[config.mk]
export PLATFORM = sky130hd
export DESIGN_NAME = product_sum_accumulate_output
export DESIGN_NICKNAME = d
export VERILOG_FILES = /design/src/rtl/mixer_pkg.sv /design/src/rtl/delay_pipe.sv /design/src/rtl/word_buffer.sv /design/src/rtl/product_sum_accumulate_output.sv
export SDC_FILE = /design/constraint.sdc
export NUM_CORES = 2
export LEC_CHECK = 0
export BUFFER_PORTS_ARGS = -buffer_cell sky130_fd_sc_hd__buf_2
export CORE_MARGIN = 2
export CORE_UTILIZATION = 55
export DETAILED_ROUTE_END_ITERATION = 8
export HOLD_SLACK_MARGIN = 0.15
export PLACE_DENSITY = 0.72
export SYNTH_ARGS = -nofsm -noshare
export SYNTH_HDL_FRONTEND = slang
export SYNTH_SLANG_ARGS = --single-unit
[constraint.sdc]
create_clock -name aclk -period 45.8 [get_ports aclk]
set_input_delay 2.29 -clock aclk [delete_from_list [all_inputs] [get_ports aclk]]
set_output_delay 2.29 -clock aclk [all_outputs]
set_load 0.01 [all_outputs]
[src/rtl/mixer_pkg.sv]
/*
  Shared constants and types for the product-sum accumulator and its register slave.
  Assumes a single 100 MHz clock domain and an AXI4-Lite master holding 32-bit data.
*/
// Overview of operation
// - With rounding on, the 24-bit product sum is rounded toward a 16-bit result.
// - Rounding applies only on the first cycle of each accumulation sequence.
// - Rounding adds one at weight two to the seventh, only when accumulate is low.
// - Feedthrough high shortens the cascade path to its minimum latency.
// - Feedthrough low, zero delays: output five steps later is cascade plus both products.
// - Cascade enable low latches the cascade word at accumulator bits 23 to 8.
// - Cascade enable high makes the cascade input ignored.
// - Accumulate low discards the prior accumulated sum.
// - Accumulate high adds the new product sum to the total, without rounding.
// - Word swap high presents the high output word.
// - Word swap low toggles low and high words on alternate steps.
// - Word swap low holds new results out of the output registers.
// - Low word is accumulator bits 15 to 0, high word bits 23 to 8.
// - Output enable low drives the output register contents, without waiting for a clock.
// - Output enable high releases every sum output line.
// - Data, cascade and sum values are two's complement.
// - Product negates act at entry, not delayed by the delay selects.
// - A port enable low shifts its delay pipeline; high holds it and loses input.
package mixer_pkg;

  // ==========================================================================
  // Widths
  localparam int DATA_W  = 12;
  localparam int CAS_W   = 16;
  localparam int SUM_W   = 24;
  localparam int WORD_W  = 16;
  localparam int DEPTH   = 16;
  localparam int SEL_W   = 4;
  localparam int CAS_LAG = 2;

  // ==========================================================================
  // Register offsets, byte addresses
  localparam logic [7:0] CTRL_OFF   = 8'h00;
  localparam logic [7:0] DELAY_OFF  = 8'h04;
  localparam logic [7:0] ACCUM_OFF  = 8'h08;
  localparam logic [7:0] OUTPUT_OFF = 8'h0C;

  // ==========================================================================
  // Control register fields and reset value
  localparam int CTRL_ROUND = 0;
  localparam int CTRL_FEED  = 1;
  localparam int CTRL_SWAPN = 2;
  localparam int CTRL_OEN   = 3;
  localparam logic [3:0] CTRL_RESET  = 4'hC;
  localparam logic [15:0] DELAY_RESET = 16'h0000;
  localparam logic [SUM_W-1:0] ROUND_BIT = 24'h000080;

  // ==========================================================================
  // AXI responses
  localparam logic [1:0] RESP_OKAY   = 2'h0;
  localparam logic [1:0] RESP_SLVERR = 2'h2;

  // One input sample with its per-sample controls.
  typedef struct packed {
    logic [DATA_W-1:0] a;
    logic [DATA_W-1:0] b;
    logic [DATA_W-1:0] c;
    logic [DATA_W-1:0] d;
    logic [3:0]        port_input_enable_n;
    logic [CAS_W-1:0]  cascade_input;
    logic              cascade_input_enable_n;
    logic              accumulate_control;
    logic              product_one_negate;
    logic              product_two_negate;
  } sample_s;

endpackage : mixer_pkg

[src/rtl/delay_pipe.sv]
/*
  Input delay pipeline with a selectable tap.
  Assumes the caller qualifies shift with its own flow control.
*/
`timescale 1ns/1ps
module delay_pipe
  import mixer_pkg::*;
#(
  parameter int W = DATA_W,
  parameter int N = DEPTH
) (
  // Clock and reset
  input  wire logic                 aclk,
  input  wire logic                 aresetn,
  // Data and control
  input  wire logic                 shift,
  input  wire logic [W-1:0]         din,
  input  wire logic [$clog2(N)-1:0] sel,
  output logic      [W-1:0]         dout
);

  logic [W-1:0] stage [N];

  // =========================================================================
  // Shift chain; the whole chain holds when shift is low.
  genvar i;
  generate
    for (i = 0; i < N; i++) begin : g_stage
      always_ff @(posedge aclk) begin
        if (!aresetn) begin
          stage[i] <= '0;
        end else if (shift) begin
          stage[i] <= (i == 0) ? din : stage[(i == 0) ? 0 : i - 1];
        end
      end
    end
  endgenerate

  // Tap zero is one stage of delay, the last tap is sixteen.
  assign dout = stage[sel];

endmodule : delay_pipe

[src/rtl/word_buffer.sv]
/*
  Two-entry buffer with valid and ready on both sides.
  Assumes a single clock; storage is flip-flops addressed by an index.
*/
`timescale 1ns/1ps
module word_buffer #(
  parameter int W = 16,
  parameter int N = 2
) (
  // Clock and reset
  input  wire logic         aclk,
  input  wire logic         aresetn,
  // Fill side
  input  wire logic         in_valid,
  output logic              in_ready,
  input  wire logic [W-1:0] in_data,
  // Drain side
  output logic              out_valid,
  input  wire logic         out_ready,
  output logic      [W-1:0] out_data
);

  localparam int AW = $clog2(N);
  logic [W-1:0] mem [N];
  logic [AW-1:0] wr_ptr;
  logic [AW-1:0] rd_ptr;
  logic [AW:0]   count;
  logic          push;
  logic          pop;

  // =========================================================================
  // Honest full and empty from the occupancy count.
  assign in_ready  = (count != N[AW:0]);
  assign out_valid = (count != '0);
  assign out_data  = mem[rd_ptr];
  assign push      = in_valid && in_ready;
  assign pop       = out_valid && out_ready;

  // Storage write.
  always_ff @(posedge aclk) begin
    if (push) begin
      mem[wr_ptr] <= in_data;
    end
  end

  // Pointers and count.
  always_ff @(posedge aclk) begin
    if (!aresetn) begin
      wr_ptr <= '0;
      rd_ptr <= '0;
      count  <= '0;
    end else begin
      if (push) begin
        wr_ptr <= (wr_ptr == AW'(N - 1)) ? '0 : wr_ptr + 1'b1;
      end
      if (pop) begin
        rd_ptr <= (rd_ptr == AW'(N - 1)) ? '0 : rd_ptr + 1'b1;
      end
      count <= count + {{AW{1'b0}}, push} - {{AW{1'b0}}, pop};
    end
  end

endmodule : word_buffer

[src/rtl/product_sum_accumulate_output.sv]
/*
  Product-sum accumulator with swappable double output register.
  Holds the four input delay pipelines, two signed multipliers, rounding, cascade
  path, 24-bit accumulator, output word registers, a two-entry output buffer and an
  AXI4-Lite register slave.
  Assumes samples arrive from logic on aclk over a valid/ready stream, and that the
  consumer of the output word stream may stall; the whole datapath then holds.
*/
`timescale 1ns/1ps
module product_sum_accumulate_output
  import mixer_pkg::*;
(
  // Clock and reset
  input  wire logic              aclk,
  input  wire logic              aresetn,
  // Sample stream in
  input  wire logic              sample_valid,
  output logic                   sample_ready,
  input  wire sample_s           sample,
  // Output word stream
  output logic                   word_valid,
  input  wire logic              word_ready,
  output logic [WORD_W-1:0]      word_data,
  // Three-state sum bus
  output logic [WORD_W-1:0]      sum_output,
  output logic                   sum_output_oe_n,
  // AXI4-Lite write address
  input  wire logic              s_axi_awvalid,
  output logic                   s_axi_awready,
  input  wire logic [7:0]        s_axi_awaddr,
  // AXI4-Lite write data
  input  wire logic              s_axi_wvalid,
  output logic                   s_axi_wready,
  input  wire logic [31:0]       s_axi_wdata,
  input  wire logic [3:0]        s_axi_wstrb,
  // AXI4-Lite write response
  output logic                   s_axi_bvalid,
  input  wire logic              s_axi_bready,
  output logic [1:0]             s_axi_bresp,
  // AXI4-Lite read address
  input  wire logic              s_axi_arvalid,
  output logic                   s_axi_arready,
  input  wire logic [7:0]        s_axi_araddr,
  // AXI4-Lite read data
  output logic                   s_axi_rvalid,
  input  wire logic              s_axi_rready,
  output logic [31:0]            s_axi_rdata,
  output logic [1:0]             s_axi_rresp
);

  // =========================================================================
  // Declarations
  logic [3:0]              ctrl;
  logic [15:0]             delay_sel;
  logic                    round_enable;
  logic                    cascade_feedthrough;
  logic                    word_swap_n;
  logic                    output_enable_n;
  logic                    step;
  logic                    buf_ready;

  logic [DATA_W-1:0]       tap [4];
  logic [DATA_W-1:0]       port_din [4];
  logic                    product_one_negate_s1;
  logic                    product_two_negate_s1;
  logic                    acc_s1;
  logic                    acc_s2;
  logic                    acc_s3;
  logic signed [SUM_W-1:0] prod_one;
  logic signed [SUM_W-1:0] prod_two;
  logic signed [SUM_W-1:0] next_prod_one;
  logic signed [SUM_W-1:0] next_prod_two;
  logic [SUM_W-1:0]        prod_sum;
  logic [SUM_W-1:0]        accum;
  logic [SUM_W-1:0]        cas_entry;
  logic [SUM_W-1:0]        cas_lag [CAS_LAG];
  logic [SUM_W-1:0]        cas_term;
  logic [WORD_W-1:0]       low_output_word;
  logic [WORD_W-1:0]       high_output_word;
  logic                    show_low;
  logic [WORD_W-1:0]       next_word;

  logic                    aw_held;
  logic                    w_held;
  logic [7:0]              aw_addr;
  logic [31:0]             w_data;
  logic [3:0]              w_strb;

  // =========================================================================
  // Control fields.
  assign round_enable        = ctrl[CTRL_ROUND];
  assign cascade_feedthrough = ctrl[CTRL_FEED];
  assign word_swap_n         = ctrl[CTRL_SWAPN];
  assign output_enable_n     = ctrl[CTRL_OEN];

  // =========================================================================
  // Flow control. One step moves every stage at once, so a stalled consumer
  // freezes the pipeline rather than dropping a word mid-flight.
  assign sample_ready = buf_ready;
  assign step         = sample_valid && buf_ready;

  // =========================================================================
  // Input delay pipelines, one per multiplier port.
  assign port_din[0] = sample.a;
  assign port_din[1] = sample.b;
  assign port_din[2] = sample.c;
  assign port_din[3] = sample.d;

  genvar p;
  generate
    for (p = 0; p < 4; p++) begin : g_port
      delay_pipe #(
        .W (DATA_W),
        .N (DEPTH)
      ) u_delay (
        .aclk    (aclk),
        .aresetn (aresetn),
        .shift   (step && !sample.port_input_enable_n[p]),
        .din     (port_din[p]),
        .sel     (delay_sel[p*SEL_W +: SEL_W]),
        .dout    (tap[p])
      );
    end
  endgenerate

  // =========================================================================
  // Per-sample controls get one register of their own, level with the first
  // pipeline stage; the delay selects do not stretch them.
  always_ff @(posedge aclk) begin
    if (!aresetn) begin
      product_one_negate_s1 <= 1'b0;
      product_two_negate_s1 <= 1'b0;
      acc_s1  <= 1'b0;
    end else if (step) begin
      product_one_negate_s1 <= sample.product_one_negate;
      product_two_negate_s1 <= sample.product_two_negate;
      acc_s1  <= sample.accumulate_control;
    end
  end

  // =========================================================================
  // Signed multipliers with optional negation of each product.
  always_comb begin
    next_prod_one = SUM_W'(signed'(tap[0]) * signed'(tap[1]));
    next_prod_two = SUM_W'(signed'(tap[2]) * signed'(tap[3]));
    if (product_one_negate_s1) begin
      next_prod_one = -next_prod_one;
    end
    if (product_two_negate_s1) begin
      next_prod_two = -next_prod_two;
    end
  end

  // Product stage.
  always_ff @(posedge aclk) begin
    if (!aresetn) begin
      prod_one <= '0;
      prod_two <= '0;
      acc_s2   <= 1'b0;
    end else if (step) begin
      prod_one <= next_prod_one;
      prod_two <= next_prod_two;
      acc_s2   <= acc_s1;
    end
  end

  // =========================================================================
  // Sum of products. The half-LSB at bit 7 is added only when a new sequence
  // starts, so a long accumulation carries a single rounding error.
  always_ff @(posedge aclk) begin
    if (!aresetn) begin
      prod_sum <= '0;
      acc_s3   <= 1'b0;
    end else if (step) begin
      if (round_enable && !acc_s2) begin
        prod_sum <= prod_one + prod_two + ROUND_BIT;
      end else begin
        prod_sum <= prod_one + prod_two;
      end
      acc_s3 <= acc_s2;
    end
  end

  // =========================================================================
  // Cascade entry register. The word sits at bits 23 to 8; a disabled cascade
  // contributes nothing.
  always_ff @(posedge aclk) begin
    if (!aresetn) begin
      cas_entry <= '0;
    end else if (step) begin
      if (!sample.cascade_input_enable_n) begin
        cas_entry <= {sample.cascade_input, 8'h00};
      end else begin
        cas_entry <= '0;
      end
    end
  end

  // Cascade lag line so that, without feedthrough, the cascade word meets
  // the products of the same sample at the accumulator.
  genvar k;
  generate
    for (k = 0; k < CAS_LAG; k++) begin : g_cas
      always_ff @(posedge aclk) begin
        if (!aresetn) begin
          cas_lag[k] <= '0;
        end else if (step) begin
          cas_lag[k] <= (k == 0) ? cas_entry : cas_lag[(k == 0) ? 0 : k - 1];
        end
      end
    end
  endgenerate

  // Feedthrough takes the cascade straight from its entry register, which is
  // what lets a chain of devices pass partial sums with little lag.
  assign cas_term = cascade_feedthrough ? cas_entry : cas_lag[CAS_LAG-1];

  // =========================================================================
  // Accumulator.
  always_ff @(posedge aclk) begin
    if (!aresetn) begin
      accum <= '0;
    end else if (step) begin
      if (acc_s3) begin
        accum <= accum + prod_sum + cas_term;
      end else begin
        accum <= prod_sum + cas_term;
      end
    end
  end

  // =========================================================================
  // Double output register. Loading stops while the swap control is low, so
  // software can read both halves of one frozen result.
  always_ff @(posedge aclk) begin
    if (!aresetn) begin
      low_output_word  <= '0;
      high_output_word <= '0;
    end else if (step && word_swap_n) begin
      low_output_word  <= accum[15:0];
      high_output_word <= accum[23:8];
    end
  end

  // Toggle state: alternates on each step while swap is low.
  always_ff @(posedge aclk) begin
    if (!aresetn) begin
      show_low <= 1'b0;
    end else if (step) begin
      show_low <= word_swap_n ? 1'b0 : !show_low;
    end
  end

  // Word chosen for the bus on this step.
  always_comb begin
    if (word_swap_n) begin
      next_word = high_output_word;
    end else begin
      next_word = show_low ? low_output_word : high_output_word;
    end
  end

  // Sum bus register.
  always_ff @(posedge aclk) begin
    if (!aresetn) begin
      sum_output <= '0;
    end else if (step) begin
      sum_output <= next_word;
    end
  end

  // The enable is not clocked; the pad logic outside uses it to drive or float.
  assign sum_output_oe_n = output_enable_n;

  // =========================================================================
  // Output buffer. Every step pushes exactly the word that the bus register
  // takes, and a full buffer holds back the next step.
  word_buffer #(
    .W (WORD_W),
    .N (2)
  ) u_buffer (
    .aclk      (aclk),
    .aresetn   (aresetn),
    .in_valid  (sample_valid),
    .in_ready  (buf_ready),
    .in_data   (next_word),
    .out_valid (word_valid),
    .out_ready (word_ready),
    .out_data  (word_data)
  );

  // =========================================================================
  // AXI4-Lite write path. Address and data are taken in either order and
  // held until both are present; the response follows.
  assign s_axi_awready = !aw_held && !s_axi_bvalid;
  assign s_axi_wready  = !w_held && !s_axi_bvalid;

  always_ff @(posedge aclk) begin
    if (!aresetn) begin
      aw_held <= 1'b0;
      aw_addr <= 8'h00;
    end else if (s_axi_awvalid && s_axi_awready) begin
      aw_held <= 1'b1;
      aw_addr <= s_axi_awaddr;
    end else if (aw_held && w_held) begin
      aw_held <= 1'b0;
    end
  end

  always_ff @(posedge aclk) begin
    if (!aresetn) begin
      w_held <= 1'b0;
      w_data <= 32'h00000000;
      w_strb <= 4'h0;
    end else if (s_axi_wvalid && s_axi_wready) begin
      w_held <= 1'b1;
      w_data <= s_axi_wdata;
      w_strb <= s_axi_wstrb;
    end else if (aw_held && w_held) begin
      w_held <= 1'b0;
    end
  end

  // Register update with byte strobes.
  always_ff @(posedge aclk) begin
    if (!aresetn) begin
      ctrl      <= CTRL_RESET;
      delay_sel <= DELAY_RESET;
    end else if (aw_held && w_held) begin
      if (aw_addr == CTRL_OFF && w_strb[0]) begin
        ctrl <= w_data[3:0];
      end
      if (aw_addr == DELAY_OFF) begin
        if (w_strb[0]) begin
          delay_sel[7:0] <= w_data[7:0];
        end
        if (w_strb[1]) begin
          delay_sel[15:8] <= w_data[15:8];
        end
      end
    end
  end

  // Write response; status registers are read-only and answer with an error.
  always_ff @(posedge aclk) begin
    if (!aresetn) begin
      s_axi_bvalid <= 1'b0;
      s_axi_bresp  <= RESP_OKAY;
    end else if (aw_held && w_held) begin
      s_axi_bvalid <= 1'b1;
      s_axi_bresp  <= (aw_addr == CTRL_OFF || aw_addr == DELAY_OFF) ? RESP_OKAY : RESP_SLVERR;
    end else if (s_axi_bready) begin
      s_axi_bvalid <= 1'b0;
    end
  end

  // =========================================================================
  // AXI4-Lite read path, answered one cycle after the address is taken.
  assign s_axi_arready = !s_axi_rvalid;

  always_ff @(posedge aclk) begin
    if (!aresetn) begin
      s_axi_rvalid <= 1'b0;
      s_axi_rdata  <= 32'h00000000;
      s_axi_rresp  <= RESP_OKAY;
    end else if (s_axi_arvalid && s_axi_arready) begin
      s_axi_rvalid <= 1'b1;
      s_axi_rresp  <= RESP_OKAY;
      case (s_axi_araddr)
        CTRL_OFF:   s_axi_rdata <= {28'h0000000, ctrl};
        DELAY_OFF:  s_axi_rdata <= {16'h0000, delay_sel};
        ACCUM_OFF:  s_axi_rdata <= {8'h00, accum};
        OUTPUT_OFF: s_axi_rdata <= {15'h0000, show_low, sum_output};
        default: begin
          s_axi_rdata <= 32'h00000000;
          s_axi_rresp <= RESP_SLVERR;
        end
      endcase
    end else if (s_axi_rready) begin
      s_axi_rvalid <= 1'b0;
    end
  end

endmodule : product_sum_accumulate_output

Word-level counts from Yosys, hierarchy flattened:

Memories as Yosys holds them, arrays and structs flattened. A register that Yosys moved wholly into a read port is not among the register bits.
Cells that the tools add are included.

* output and inout port bits: 76
* bits in registers: 264
* memories: 6
* logic and storage cells: 272
* bits in writable memories: 848

* equality and inequality tests: 5
* mux-type cells: 114
* $add $sub $neg: 12
* multipliers: 2
* reductions and logical operators: 37
* bitwise gates (word level): 66

Memory list
* g_port[0].u_delay.stage: words 16, bits a word 12, read ports 16, clocked after Yosys merged registers in 1, write ports 16, line delay_pipe.sv:22 `logic [W-1:0] stage [N];`
* g_port[1].u_delay.stage: words 16, bits a word 12, read ports 16, clocked after Yosys merged registers in 1, write ports 16, line delay_pipe.sv:22
* g_port[2].u_delay.stage: words 16, bits a word 12, read ports 16, clocked after Yosys merged registers in 1, write ports 16, line delay_pipe.sv:22
* g_port[3].u_delay.stage: words 16, bits a word 12, read ports 16, clocked after Yosys merged registers in 1, write ports 16, line delay_pipe.sv:22
* cas_lag: words 2, bits a word 24, read ports 2, clocked after Yosys merged registers in 0, write ports 2, line product_sum_accumulate_output.sv:76 `logic [SUM_W-1:0] cas_lag [CAS_LAG];`
* u_buffer.mem: words 2, bits a word 16, read ports 1, clocked after Yosys merged registers in 1, write ports 1, line word_buffer.sv:24 `logic [W-1:0] mem [N];`

Operators with widths (number)
* 12-bit 2-to-1 mux: 64
* 24-bit 2-to-1 mux: 8
* 24-bit adder: 5
* 24-bit one-hot mux with 4 select lines: 1
* 1-bit bitwise OR: 66
* 12-bit by 12-bit multiplier with 24-bit output: 2
* 24-bit negation: 2
* 16-bit 2-to-1 mux: 2
* 4-bit 2-to-1 mux: 8
* 1-bit 2-to-1 mux: 29
* 24-bit by 8-bit adder with 24-bit output, second input constant: 1
* 8-bit by 3-bit == test with 1-bit output, second input constant: 2
* 8-bit by 4-bit == test with 1-bit output, second input constant: 2
* 8-bit zero test: 2
* 1-bit logical AND: 15
* 1-bit zero test: 10
* 2-bit nonzero test: 5
* 3-bit AND reduction: 2
* 2-bit 2-to-1 mux: 2
* 4-bit OR reduction: 1
* 1-bit adder, second input constant: 2
* 2-bit by 1-bit adder with 2-bit output: 1
* 2-bit != test, second input constant: 1
* 2-bit AND reduction: 1
* 2 further kinds: 2

Longest topological paths before layout:

* word-level depth: 7
* gate-level depth with buffers: 30
* gate-level depth less buffers: 26

Hierarchy:

From an unflattened synthesis, not the netlist that was laid out.

* cells, all modules: 5325
* area, all modules: 62956.6 um^2

Modules (own cells, without submodules)
* delay_pipe: times used 4, cells an instance 529, seq. area each 5765.5 um^2, area an instance 8625.8 um^2
* product_sum_accumulate_output: times used 1, cells an instance 3130, seq. area each 5645.4 um^2, area an instance 27033.4 um^2
* word_buffer: times used 1, cells an instance 79, seq. area each 1061.0 um^2, area an instance 1420.1 um^2

Least setup slack after synthesis:

Ideal clock, no wire load.

* path kind: in2reg
* from: in sample_valid
* to: mem g_port[0].u_delay.stage[0][0] in the netlist's numbering (enable)
* library setup time: 1.010 ns
* stages on the path: 3
* data required time: 44.790 ns
* data arrival time: 16.054 ns
* path slack: 28.736 ns
* cells stage by stage: nand2_1 -> clkbuf_1 -> o21ai_0

RTL lines
* from (decl): line product_sum_accumulate_output.sv:17 `input wire logic sample_valid,`
* to (decl): line delay_pipe.sv:22

==> results.ini <==
[power_and_ir_drop]
power.leakage_uw=0.0275
power_density_nw_per_um2=51.1
vdd_drop_max_uv=54.3

[floorplan]
rows=123
fp.dieArea_sq_um=115000
core_sq_um=112000
fp.dieW_um=340
ios=209
initial_core_util_pct=55.2
die_h_um=340

[clocking]
clk_latency_ps=700
holdBufCountCts=0
numClockSinks=1087
cts_resized=0
path_clk_slew_ps=60
clockBufferDepth=3
cts_setup_buffers=0
cts_max_level=3
root_buffer=clkbuf_16
numCtsBuffers=113
cts_tree=done

[routing]
ant_nets=0
met2RoutedLength_um=58100
met1_length_um=56900
wire_per_inst_um=18.5
dr.first_iter.drc_count=3008
wl_met3_um=6420
vias=37347
routed_wl_um=124000
drc_errors=0
drtPass1Iterations=5
highest-signal-layer=met5
via_per_inst=5.57

[logic_synthesis]
synth_ff_type=edfxtp_1
ys_top_cells_by_area=edfxtp_1 (40%), fa_1 (10%), mux4_2 (8.4%)
synth_largest_area_cell=edfxtp_1
syn_area_per_cell_sq_um=12.3
syn_area_sq_um=62000
synth-warning-count=0
synth_top_area_share_pct=40.3
synth_seq_cells=1087
synth.distinct_cells=83
synth-edff-count=832
seq_area_frac_synth_pct=48.5
ys_async_sr_fraction_pct=0
synthCells=5043

[sta]
relSlewSlack_pct=18.2
min_period_ps=8740
setup-violations-final=0
fmax_mhz=114
tightest_slew_ps=1220
finalSetupTns_ps=0
hold_violations=0
slew_violations=0
finClkSkew_ps=25.4
rsz0062_at_grt=false
hold_ws_ps=447
period_share_pct=19.1
setup_slack_ps=37060

[critical_path]
path_common_cell=fa_1
cp_data_required_time_ps=46370
cp_max_fo=37
startpoint_type=flop
max_stage_delay_ps=680
crit_type=reg2reg
end_kind=flop
worstPathCellList=buf_4 > mux4_2 > mux4_2 > and2_1 > fa_1 > inv_1 > fa_1 > fa_1 > inv_1 > fa_1 > inv_1 > fa_1 > inv_1 > ha_1 > or3_1 > o22a_1 > a311o_1 > xor2_1 > or4_1 > or4_1 > o31ai_1 > xor2_1 > o21ai_1
cp_slowest_cell=buf_4
worst_ep_arrival_time_ps=9320

[finish]
multi_input_area_sq_um=29400
instances_no_fill=6702
fillCellCount=8780
seqCellArea_sq_um=30100
nets=5752
syn2layout_area_growth_pct=9.33
post-route-util_pct=60.4
drive_gt1_share_pct=14.3

[placement]
place.gp.congestion=0.868
dp_hpwl_um=83300
dp_slack_ps=36980
dp_cells=6492
port_buffers=180

[global_routing]
grt-ovfl-total=0
grt_max_degree=193
grt_pass1_vias=37954
grt_usage_pct=21.8
antenna_found_initial=3
grt_pass1_wl_um=204000

[run]
cap_violations=0

[worst_hold_path]
hp-class=reg2reg

[run_status]
status=completed

state kept, by name (all words and copies together), names as in the netlist, 4 cells and up, named ones only:
name / flops
cas_lag: 32
g_port.u_delay.stage: 768
cas_entry: 16
delay_sel: 16
ctrl: 4
s_axi_rdata: 24
prod_two: 24
aw_addr: 8
sum_output: 16
prod_one: 24
u_buffer.mem: 32
w_data: 16
prod_sum: 24
high_output_word: 9
low_output_word: 15
accum: 24
cell usage after synthesis (47+ instances only):
| cell | n |
|---|---|
| edfxtp_1 | 832 |
| and2_1 | 816 |
| nand2_1 | 398 |
| inv_1 | 394 |
| fa_1 | 315 |
| dfxtp_1 | 255 |
| clkbuf_1 | 240 |
| nor2_1 | 236 |
| mux4_2 | 232 |
| ha_1 | 197 |
| a21oi_1 | 178 |
| xnor2_1 | 100 |
| o21ai_0 | 99 |
| mux2_2 | 70 |
| xor2_1 | 65 |
| a211oi_1 | 53 |
| nor3_1 | 52 |
| mux2i_1 | 47 |
cells in the final DEF, fill, tap and decap left out, types with 117 or more instances in the layout:
| cell | Yosys | layout |
|---|---|---|
| and2_1 | 816 | 816 |
| a21oi_1 | 178 | 178 |
| nand2_1 | 398 | 397 |
| nor2_1 | 236 | 231 |
| edfxtp_1 | 832 | 832 |
| dfxtp_1 | 255 | 247 |
| fa_1 | 315 | 315 |
| ha_1 | 197 | 197 |
| clkbuf_16 | 0 | 117 |
| mux4_2 | 232 | 232 |
| inv_1 | 394 | 394 |
| buf_2 | 3 | 180 |
metal layers:
metal	vias up	GRT usage, %
met5	-	0
met4	2	5.52
met3	153	2.92
met2	894	34.7
met1	18720	31.9
li1	17578	-
critical path: cells and delay by family, from the launching register on:
kind                     cells  cell delay, ps
buffers and inverters        5             870
AO/OA/AOI/OAI                4             990
flip-flops                   1             500
AND/OR/NAND/NOR              4            1720
XOR/XNOR                     2             420
adder cells (fa/ha/maj)      6            2790
multiplexers                 2            1300
cells by family (layout without fill, tap and decap cells):
kind of cell,count (synthesis),after routing,share of synthesized area (%)
adders and majority gates,512,512,14.2
xor gates and xnor gates,165,165,2.33
muxes,351,351,10.5
DFF,1087,1087,48.5
buffers and inverters,683,832,4.23
and+or+nand+nor,1704,1704,14.6
other,1,11,0.00605
AOI/OAI and AO/OA,540,540,5.58
where the power goes:
| group | total [uW] | switching, uW | internal [uW] |
|---|---|---|---|
| logic | 1290 | 740 | 545 |
| registers | 1280 | 80.6 | 1200 |
| clock network | 902 | 386 | 516 |
| total | 3460 | 1210 | 2260 |
final timing paths:
path | from | endpoint | slack, ps | cells past startpoint
setup / recovery | flop | prod_one[22]$_SDFFE_PN0P_ | 37060 | 23
hold / removal | s_axi_rdata[4]$_SDFFE_PN0P_ | s_axi_rdata[4]$_SDFFE_PN0P_ | 450 | 2
setup reg to reg | flop | prod_one[22]$_SDFFE_PN0P_ | 37060 | 23
hold reg to reg | s_axi_rdata[4]$_SDFFE_PN0P_ | s_axi_rdata[4]$_SDFFE_PN0P_ | 450 | 2
metrics by stage:
stage          power [uW]  instance area [sq um]
4_1_cts              3490                  67800
3_5_place_dp         2580                  64100
3_3_place_gp         2550                  64100
2_1_floorplan        2310                  62000
5_1_grt              3710                  67800
6_report             3460                  67800
cell type report:
cell class                 count  share of cell area, %
multi-input combinational   3282                   43.4
tap                         1500                   2.77
timing repair buffer         226                   1.88
inverter                     397                   2.21
clock inverter                70                  0.862
clock buffer                 139                   4.49
antenna                        1                0.00369
sequential                  1087                   44.4
Note: power is estimated with default switching activity, not from simulation.
